==> config.mk <==
export PLATFORM = sky130hd
export DESIGN_NAME = simd_datapath
export DESIGN_NICKNAME = d
export VERILOG_FILES = /design/src/inc/simd_pkg.sv /design/src/verilog/simd_datapath.sv
export VERILOG_INCLUDE_DIRS = /design/src /design/src/inc
export SDC_FILE = /design/constraint.sdc
export NUM_CORES = 2
export LEC_CHECK = 0
export BUFFER_PORTS_ARGS = -buffer_cell sky130_fd_sc_hd__buf_4
export CORE_MARGIN = 1.5
export CORE_UTILIZATION = 39
export CTS_CLUSTER_SIZE = 14
export DETAILED_ROUTE_END_ITERATION = 16
export PLACE_DENSITY = 0.55
export SETUP_SLACK_MARGIN = 0.15
export SLEW_MARGIN = 10
export SYNTH_ARGS = -nofsm -noshare
export SYNTH_HDL_FRONTEND = slang
export SYNTH_SLANG_ARGS = --single-unit
==> constraint.sdc <==
create_clock -name sys_clk -period 10.65 [get_ports sys_clk]
set_clock_uncertainty 0.2 [all_clocks]
set_input_delay 1.5975 -clock sys_clk [delete_from_list [all_inputs] [get_ports sys_clk]]
set_output_delay 1.5975 -clock sys_clk [all_outputs]
set_load 0.01 [all_outputs]
==> src/inc/simd_defs.svh <==
`ifndef SIMD_DEFS_SVH
`define SIMD_DEFS_SVH

`define VREG_COUNT      8
`define VREG_IDX_W      3
`define VREG_W          64
`define HALF_W          32
`define SAT_SB_MAX      8'h7f
`define SAT_SB_MIN      8'h80
`define SAT_SW_MAX      16'h7fff
`define SAT_SW_MIN      16'h8000
`define SAT_UB_MAX      8'hff
`define SAT_UB_MIN      8'h00
`define SAT_UW_MAX      16'hffff
`define SAT_UW_MIN      16'h0000

`endif

==> src/inc/simd_pkg.sv <==
package simd_pkg;
    typedef enum logic [1:0] {LANE_BYTE, LANE_WORD, LANE_DWORD, LANE_QWORD} lane_size_e;
    typedef enum logic [1:0] {ARITH_WRAP, ARITH_SSAT, ARITH_USAT} arith_mode_e;
    typedef enum logic [2:0] {
        OP_ADD, OP_SUB, OP_AND, OP_ANDN, OP_OR, OP_XOR, OP_MOV
    } alu_op_e;
    typedef struct packed {
        logic        valid;
        alu_op_e     op;
        lane_size_e  size;
        arith_mode_e mode;
        logic [2:0]  src_a;
        logic [2:0]  src_b;
        logic [2:0]  dst;
    } alu_cmd_s;
    typedef struct packed {
        logic        valid;
        logic        half;      // 1: 32-bit path, low half, upper zeroed; only the vector view uses it, fp writes ignore it
        logic [2:0]  idx;
        logic [63:0] data;
    } reg_write_s;
endpackage

==> src/verilog/simd_datapath.sv <==
`include "simd_defs.svh"

module simd_datapath import simd_pkg::*; (
    input  wire logic                   sys_clk,     // core clock
    input  wire logic                   sys_rst,     // sync reset, active high
    input  wire alu_cmd_s               alu_cmd,     // packed operation request
    input  wire reg_write_s             vec_wr,      // vector view write (load/move)
    input  wire reg_write_s             fp_wr,       // floating-point stack view write
    input  wire logic [2:0]             vec_rd_idx,  // vector view read index
    input  wire logic                   vec_rd_half, // 32-bit read path select
    input  wire logic [2:0]             fp_rd_idx,   // fp stack view read index
    output logic      [63:0]            vec_rd_data, // vector read data
    output logic      [63:0]            fp_rd_data,  // fp stack read data
    output logic      [63:0]            alu_result,  // last operation result
    output logic                        alu_done     // result valid pulse
);
    // one shared array: both views index the same storage
    logic [`VREG_W-1:0] stack_mem [`VREG_COUNT];
    logic [63:0]        lane_out;                    // lane results of the current request
    logic [63:0]        result_reg;
    logic [63:0]        result_next;
    logic               done_reg;
    logic               done_next;

    // add/sub per lane width: wrapping, signed saturating or unsigned saturating
    function automatic logic [15:0] lane_op(input logic [15:0] a, input logic [15:0] b, input logic sub,
                                             input logic is_byte, input arith_mode_e mode);
        logic [16:0] ext_a;
        logic [16:0] ext_b;
        logic [16:0] sum;
        logic        s_ovf;
        logic        u_ovf;
        ext_a = '0;
        ext_b = '0;
        if (is_byte) begin
            ext_a = (mode == ARITH_SSAT) ? {{9{a[7]}}, a[7:0]} : {9'h000, a[7:0]};
            ext_b = (mode == ARITH_SSAT) ? {{9{b[7]}}, b[7:0]} : {9'h000, b[7:0]};
        end else begin
            ext_a = (mode == ARITH_SSAT) ? {a[15], a} : {1'b0, a};
            ext_b = (mode == ARITH_SSAT) ? {b[15], b} : {1'b0, b};
        end
        sum = sub ? ext_a - ext_b : ext_a + ext_b;
        if (is_byte) begin
            s_ovf = (sum[16:7] != {10{sum[7]}});
            u_ovf = (sum[16:8] != 9'h000);
            case (mode)
                ARITH_SSAT: lane_op = {8'h00, s_ovf ? (sum[16] ? `SAT_SB_MIN : `SAT_SB_MAX) : sum[7:0]};
                ARITH_USAT: lane_op = {8'h00, u_ovf ? (sub ? `SAT_UB_MIN : `SAT_UB_MAX) : sum[7:0]};
                default:    lane_op = {8'h00, sum[7:0]};
            endcase
        end else begin
            s_ovf = (sum[16] != sum[15]);
            u_ovf = sum[16];
            case (mode)
                ARITH_SSAT: lane_op = s_ovf ? (sum[16] ? `SAT_SW_MIN : `SAT_SW_MAX) : sum[15:0];
                ARITH_USAT: lane_op = u_ovf ? (sub ? `SAT_UW_MIN : `SAT_UW_MAX) : sum[15:0];
                default:    lane_op = sum[15:0];
            endcase
        end
    endfunction

    // operands come straight from storage, so a write one edge earlier is already seen
    logic [63:0] opa;
    logic [63:0] opb;
    assign opa = stack_mem[alu_cmd.src_a];
    assign opb = stack_mem[alu_cmd.src_b];
    // subtract shares the adder; the spare lane bit doubles as borrow
    logic is_sub;
    assign is_sub = (alu_cmd.op == OP_SUB);

    // lane arithmetic, no carry crosses a lane; no flags leave the block
    always_comb begin
        lane_out = '0;
        case (alu_cmd.op)
            OP_ADD, OP_SUB: begin
                case (alu_cmd.size)
                    LANE_BYTE: begin
                        for (int i = 0; i < 8; i++) begin
                            lane_out[i*8 +: 8] = 8'(lane_op({8'h00, opa[i*8 +: 8]}, {8'h00, opb[i*8 +: 8]},
                                                            is_sub, 1'b1, alu_cmd.mode));
                        end
                    end
                    LANE_WORD: begin
                        for (int i = 0; i < 4; i++) begin
                            lane_out[i*16 +: 16] = lane_op(opa[i*16 +: 16], opb[i*16 +: 16],
                                                           is_sub, 1'b0, alu_cmd.mode);
                        end
                    end
                    default: begin
                        // doublewords wrap only; saturation is not defined for them
                        for (int i = 0; i < 2; i++) begin
                            lane_out[i*32 +: 32] = is_sub ? opa[i*32 +: 32] - opb[i*32 +: 32]
                                                          : opa[i*32 +: 32] + opb[i*32 +: 32];
                        end
                    end
                endcase
            end
            OP_AND:  lane_out = opa & opb;
            OP_ANDN: lane_out = ~opa & opb;
            OP_OR:   lane_out = opa | opb;
            OP_XOR:  lane_out = opa ^ opb;
            OP_MOV:  lane_out = opb;
            default: lane_out = '0;
        endcase
    end

    // storage update: alu result, then vector view, then fp view wins last
    always_ff @(posedge sys_clk) begin
        if (alu_cmd.valid) begin
            stack_mem[alu_cmd.dst] <= lane_out;
        end
        if (vec_wr.valid) begin
            stack_mem[vec_wr.idx] <= vec_wr.half ? {32'h0000_0000, vec_wr.data[31:0]} : vec_wr.data;
        end
        if (fp_wr.valid) begin
            stack_mem[fp_wr.idx] <= fp_wr.data;
        end
    end

    // result holds until the next request; done echoes the request for one cycle
    always_comb begin
        result_next = alu_cmd.valid ? lane_out : result_reg;
        done_next   = alu_cmd.valid;
    end

    // result register; storage stays unreset, so it must be written before it is read
    always_ff @(posedge sys_clk) begin
        if (sys_rst) begin
            result_reg <= '0;
            done_reg   <= 1'b0;
        end else begin
            result_reg <= result_next;
            done_reg   <= done_next;
        end
    end

    // combinational same-cycle reads, bit 0 is the lowest memory byte
    always_comb begin
        vec_rd_data = vec_rd_half ? {32'h0000_0000, stack_mem[vec_rd_idx][31:0]} : stack_mem[vec_rd_idx];
        fp_rd_data  = stack_mem[fp_rd_idx];
    end
    assign alu_result = result_reg;
    assign alu_done   = done_reg;

    // request and answer timing
    a_done_follows: assert property (@(posedge sys_clk) disable iff (sys_rst)
        alu_cmd.valid |=> alu_done) else $error("done missing");
    a_idle_done: assert property (@(posedge sys_clk) disable iff (sys_rst)
        !alu_cmd.valid |=> !alu_done) else $error("spurious done");

    // storage shared by both views; same-index clashes are left out on purpose
    a_views_alias: assert property (@(posedge sys_clk) disable iff (sys_rst)
        (fp_wr.valid && !vec_wr.valid && !alu_cmd.valid) ##1 (vec_rd_idx == $past(fp_wr.idx) && !vec_rd_half)
        |-> vec_rd_data == $past(fp_wr.data)) else $error("views differ");
    a_fp_full: assert property (@(posedge sys_clk) disable iff (sys_rst)
        fp_wr.valid |=> stack_mem[$past(fp_wr.idx)] == $past(fp_wr.data))
        else $error("fp write lost");
    a_dst_written: assert property (@(posedge sys_clk) disable iff (sys_rst)
        (alu_cmd.valid && !(vec_wr.valid && vec_wr.idx == alu_cmd.dst)
         && !(fp_wr.valid && fp_wr.idx == alu_cmd.dst)) |=> stack_mem[$past(alu_cmd.dst)] == alu_result)
        else $error("result not stored");
    a_half_write: assert property (@(posedge sys_clk) disable iff (sys_rst)
        (vec_wr.valid && vec_wr.half && !(fp_wr.valid && fp_wr.idx == vec_wr.idx))
        |=> stack_mem[$past(vec_wr.idx)] == {32'h0000_0000, $past(vec_wr.data[31:0])})
        else $error("half write");
    a_half_zero: assert property (@(posedge sys_clk) disable iff (sys_rst)
        vec_rd_half |-> vec_rd_data[63:32] == 32'h0000_0000) else $error("half read upper");

    // lane arithmetic at the saturation limits and at the wrap point
    a_ssat_word: assert property (@(posedge sys_clk) disable iff (sys_rst)
        (alu_cmd.valid && alu_cmd.op == OP_ADD && alu_cmd.size == LANE_WORD && alu_cmd.mode == ARITH_SSAT
         && opa[63:48] == 16'h7fff && opb[63:48] == 16'h0001) |=> alu_result[63:48] == 16'h7fff)
        else $error("signed sat word");
    a_ssat_byte: assert property (@(posedge sys_clk) disable iff (sys_rst)
        (alu_cmd.valid && alu_cmd.op == OP_ADD && alu_cmd.size == LANE_BYTE && alu_cmd.mode == ARITH_SSAT
         && opa[7:0] == 8'h80 && opb[7:0] == 8'hff) |=> alu_result[7:0] == 8'h80)
        else $error("signed sat byte");
    a_usat_byte: assert property (@(posedge sys_clk) disable iff (sys_rst)
        (alu_cmd.valid && alu_cmd.op == OP_SUB && alu_cmd.size == LANE_BYTE && alu_cmd.mode == ARITH_USAT
         && opa[7:0] < opb[7:0]) |=> alu_result[7:0] == 8'h00) else $error("unsigned sat byte");
    a_usat_word: assert property (@(posedge sys_clk) disable iff (sys_rst)
        (alu_cmd.valid && alu_cmd.op == OP_ADD && alu_cmd.size == LANE_WORD && alu_cmd.mode == ARITH_USAT
         && 17'(opa[15:0]) + 17'(opb[15:0]) > 17'h0ffff) |=> alu_result[15:0] == 16'hffff)
        else $error("unsigned sat word");
    a_wrap_byte: assert property (@(posedge sys_clk) disable iff (sys_rst)
        (alu_cmd.valid && alu_cmd.op == OP_ADD && alu_cmd.size == LANE_BYTE && alu_cmd.mode == ARITH_WRAP)
        |=> alu_result[15:8] == 8'($past(opa[15:8]) + $past(opb[15:8]))) else $error("wrap byte");
    a_dword_wrap: assert property (@(posedge sys_clk) disable iff (sys_rst)
        (alu_cmd.valid && alu_cmd.op == OP_SUB && alu_cmd.size == LANE_DWORD)
        |=> alu_result[31:0] == $past(opa[31:0]) - $past(opb[31:0])) else $error("dword wrap");

    // logical and move operations take the full width
    a_xor_full: assert property (@(posedge sys_clk) disable iff (sys_rst)
        (alu_cmd.valid && alu_cmd.op == OP_XOR) |=> alu_result == ($past(opa) ^ $past(opb)))
        else $error("xor width");
    a_and_full: assert property (@(posedge sys_clk) disable iff (sys_rst)
        (alu_cmd.valid && alu_cmd.op == OP_AND) |=> alu_result == ($past(opa) & $past(opb)))
        else $error("and width");
    a_andn_full: assert property (@(posedge sys_clk) disable iff (sys_rst)
        (alu_cmd.valid && alu_cmd.op == OP_ANDN) |=> alu_result == (~$past(opa) & $past(opb)))
        else $error("and-not width");
    a_or_full: assert property (@(posedge sys_clk) disable iff (sys_rst)
        (alu_cmd.valid && alu_cmd.op == OP_OR) |=> alu_result == ($past(opa) | $past(opb)))
        else $error("or width");
    a_mov_src: assert property (@(posedge sys_clk) disable iff (sys_rst)
        (alu_cmd.valid && alu_cmd.op == OP_MOV) |=> alu_result == $past(opb)) else $error("move width");

    // main scenarios the bench should reach
    c_ssat: cover property (@(posedge sys_clk) alu_cmd.valid && alu_cmd.mode == ARITH_SSAT);
    c_usat: cover property (@(posedge sys_clk) alu_cmd.valid && alu_cmd.mode == ARITH_USAT);
    c_half: cover property (@(posedge sys_clk) vec_wr.valid && vec_wr.half);
    c_wrap: cover property (@(posedge sys_clk) alu_cmd.valid && alu_cmd.mode == ARITH_WRAP);
    c_fp_write: cover property (@(posedge sys_clk) fp_wr.valid);
endmodule // simd_datapath

==> metrics <==
outcome finished clean; DP HPWL between 200,000 and 250,000 um; DR vias approximately 70,000; vias in the first global route roughly 64,000; peak supply drop about 130 uV; Final Hold Fails 0; Final #Nets 7,915; Post-CTS Hold Buffers 0; Skew-Pair Late Insertion Delay roughly 0.70 ns; Routability Congestion 1.030; cts repair resizes 0; post-synthesis cell area between 60,000 and 70,000 um^2; # rows 150; Post-Synthesis Cells approximately 7,300; Die H 414.6 um; Synth warnings 0; overflow left after global routing 0; Crit. End Element register; Vias per Instance between 7 and 8; switching pwr between 0.005 and 0.006 W; CTS tree yes; worst-path maximum fanout 45; share of cells above drive strength 1 0.2214; Hold Path Class reg -> reg; actual slew at the worst max-slew pin roughly 1.4 ns; setup bufs post-CTS 0; reg-to-reg slack, setup approximately 2.1 ns; post-synthesis sequential area ratio 0.2524; end point of the critical path alu_result[17]; CP startpoint alu_cmd[4]; Remaining DRCs 0; Leak ~28 nW; Tcrit/Tclk final 0.9201; ANT nets after route 0; endpoints failing setup 0; Max Cap Viol 0; hold slack roughly 0.28 ns; Mapped Nets about 7,800; syn_area_per_cell 8.998 um^2; share of the core filled with cells 0.4445; drt initial violations 11,590; Post-Route WL approximately 340,000 um; Fmax between 100 and 150 MHz; clk buf depth 3; P&R area growth vs syn 12.86%; Max Slew Vio Count 0; port bufs about 360; number of detailed-route iterations in the first pass 7; flops & latches, synth about 580; CTS root buffer clkbuf_16; Inserted Clock Buffers 69; IO Count 357; aggregate negative setup slack 0 ns; Worst-path clk slew 0.06 ns; top cells by area, synth edfxtp_1 (23%), mux4_2 (17%), ha_1 (5.2%); RSZ-0062 raised after global routing no; pwr/cell area 163.2 nW/um^2; initial core utilization 0.3938; r2r endpoint alu_result[17]; Slowest cell on crit path o21ai_1; Reg-to-Reg Start stack_mem[6][16]; min Tclk post-route 9.799 ns; Post-Place Cells roughly 9,600; Primary FF master, synth edfxtp_1; global-route wire length before repair ~480,000 um; cell taking the most area after synthesis edfxtp_1; initial antenna violation count 37; worst reg2reg path depth 29; EDFF count, synth between 500 and 600; Critical Path RT ~11 ns; H-Tree Depth 3; die width roughly 410 um; die area between 150,000 and 200,000 um^2; GRT Resource Usage Total 0.3827; Int Power roughly 0.007 W; cell mode on critical path inv_1; largest net degree at the start of global routing between 70 and 80; Logic pwr share 0.538; Max-slew headroom 0.05261; Cell variety after synth between 100 and 150; Clk pwr share 0.212; Post-synth ARST share 0; Seq pwr share 0.250; Critical Path Start Type input pin; worst setup path category in -> reg; Finished Layout Cells approximately 9,800; Clock Sinks around 580; DR WL/cell 35.20 um; Core Footprint 167,800 um^2; Crit path arrival time 10.16 ns; Synth top area share 0.2327; CP peak stage delay around 0.96 ns; Sw Share 0.4383
## registers in the layout (all words and copies together), names as in the netlist
name and flops:
stack_mem 512, alu_done 1, alu_result 64
## layer usage
layer	global-route usage	wire length, um	vias to the layer above
met1	0.4725	123100	33240
met3	0.1359	49170	1289
met4	0.2553	26340	20
met2	0.5612	144400	5553
met5	0	206	-
li1	-	-	28500
## worst min path at each step
stage | startpoint | end | depth (start not counted)
after floorplan | alu_result[10] | alu_result[10] | 2
after global placement | alu_result[14] | alu_result[14] | 2
after detailed placement | alu_result[51] | alu_result[51] | 2
after CTS | alu_result[52] | alu_result[52] | 2
after global routing | alu_result[53] | alu_result[53] | 2
final | alu_result[25] | alu_result[25] | 2
## layout by cell type, fill, tap and decap left out, types with 43 or more instances in the layout
cell       instances
mux2_2           172
dfxtp_1           65
edfxtp_1         512
xnor2_1          243
mux4_2           495
nor3_1           162
o211ai_1          53
nor2_1           883
a221oi_1          51
buf_4            656
clkbuf_16         71
o21ai_1           89
inv_1            195
o22ai_1          170
a211oi_1         116
o21ai_0          455
a31oi_1          179
o21a_1            44
nand2_1          579
xor2_1            74
a21o_1            77
mux2i_1          153
or3_1             56
a21oi_1          541
nand2b_1          62
a22oi_1           43
ha_1             273
nand3_1          153
nor2b_1           70
## through the flow
stage	instance area (um^2)	power, W	setup slack (ns)
detailed placement	72150	0.009376	0.5949
floorplan	66080	0.007132	0.7986
CTS	74510	0.01193	1.261
finish	74580	0.01217	0.8509
global placement	72150	0.009308	0.7095
global route	74570	0.01264	0.6622
## critical path: cells and delay by family
kind | cells | cell delay [ns]
and+or+nand+nor | 9 | 1.69
AOI/OAI and AO/OA | 9 | 3.21
muxes | 2 | 1.07
xor gates and xnor gates | 2 | 0.44
adders and majority gates | 2 | 0.51
buffers and inverters | 6 | 1.50
## cells in the mapped netlist (44+ instances only)
cell,n
o21a_1,44
nand2b_1,62
o21ai_0,455
clkbuf_1,386
xnor2_1,243
a21oi_1,541
nand3_1,161
buf_1,191
mux4_2,495
ha_1,275
mux2_2,172
o21ai_1,89
a31oi_1,179
nand2_1,593
o22ai_1,171
a211oi_1,118
xor2_1,74
edfxtp_1,512
nor2_1,906
dfxtp_1,65
a21o_1,77
mux2i_1,155
nor3_1,166
inv_1,195
or3_1,56
a221oi_1,51
nor2b_1,70
o211ai_1,53
## final cells by class
| cell class | instances | area [um^2] |
|---|---|---|
| Fill cell | 16240 | 93210 |
| Multi-Input combinational cell | 5922 | 46450 |
| Sequential cell | 577 | 16680 |
| Timing Repair Buffer | 687 | 5487 |
| Tap cell | 2204 | 2758 |
| Clock buffer | 85 | 1869 |
| Inverter | 211 | 795.8 |
| Clock inverter | 42 | 489.2 |
| Antenna cell | 22 | 55.05 |
## power groups by stage
stage | clock (W) | sequential [W] | combinational [W]
final | 0.00259 | 0.00304 | 0.00655
after global routing | 0.00264 | 0.00306 | 0.00695
after CTS | 0.00256 | 0.00302 | 0.00635
after detailed placement | 0 | 0.00307 | 0.00631
after global placement | 0 | 0.00306 | 0.00625
after floorplan | 0 | 0.00300 | 0.00413
## logic make-up (layout without fill, tap and decap cells)
group,after synthesis,count (layout),synth area share
xor+xnor,319,319,0.04251
mux,835,835,0.2249
simple gates,2263,2263,0.1551
other cells,0,22,0
buf+inv,845,1025,0.05107
fa+ha+maj,287,287,0.05510
compound gates,2218,2218,0.2190
flops,577,577,0.2524
No activity file was read; power rests on OpenSTA's default activity.
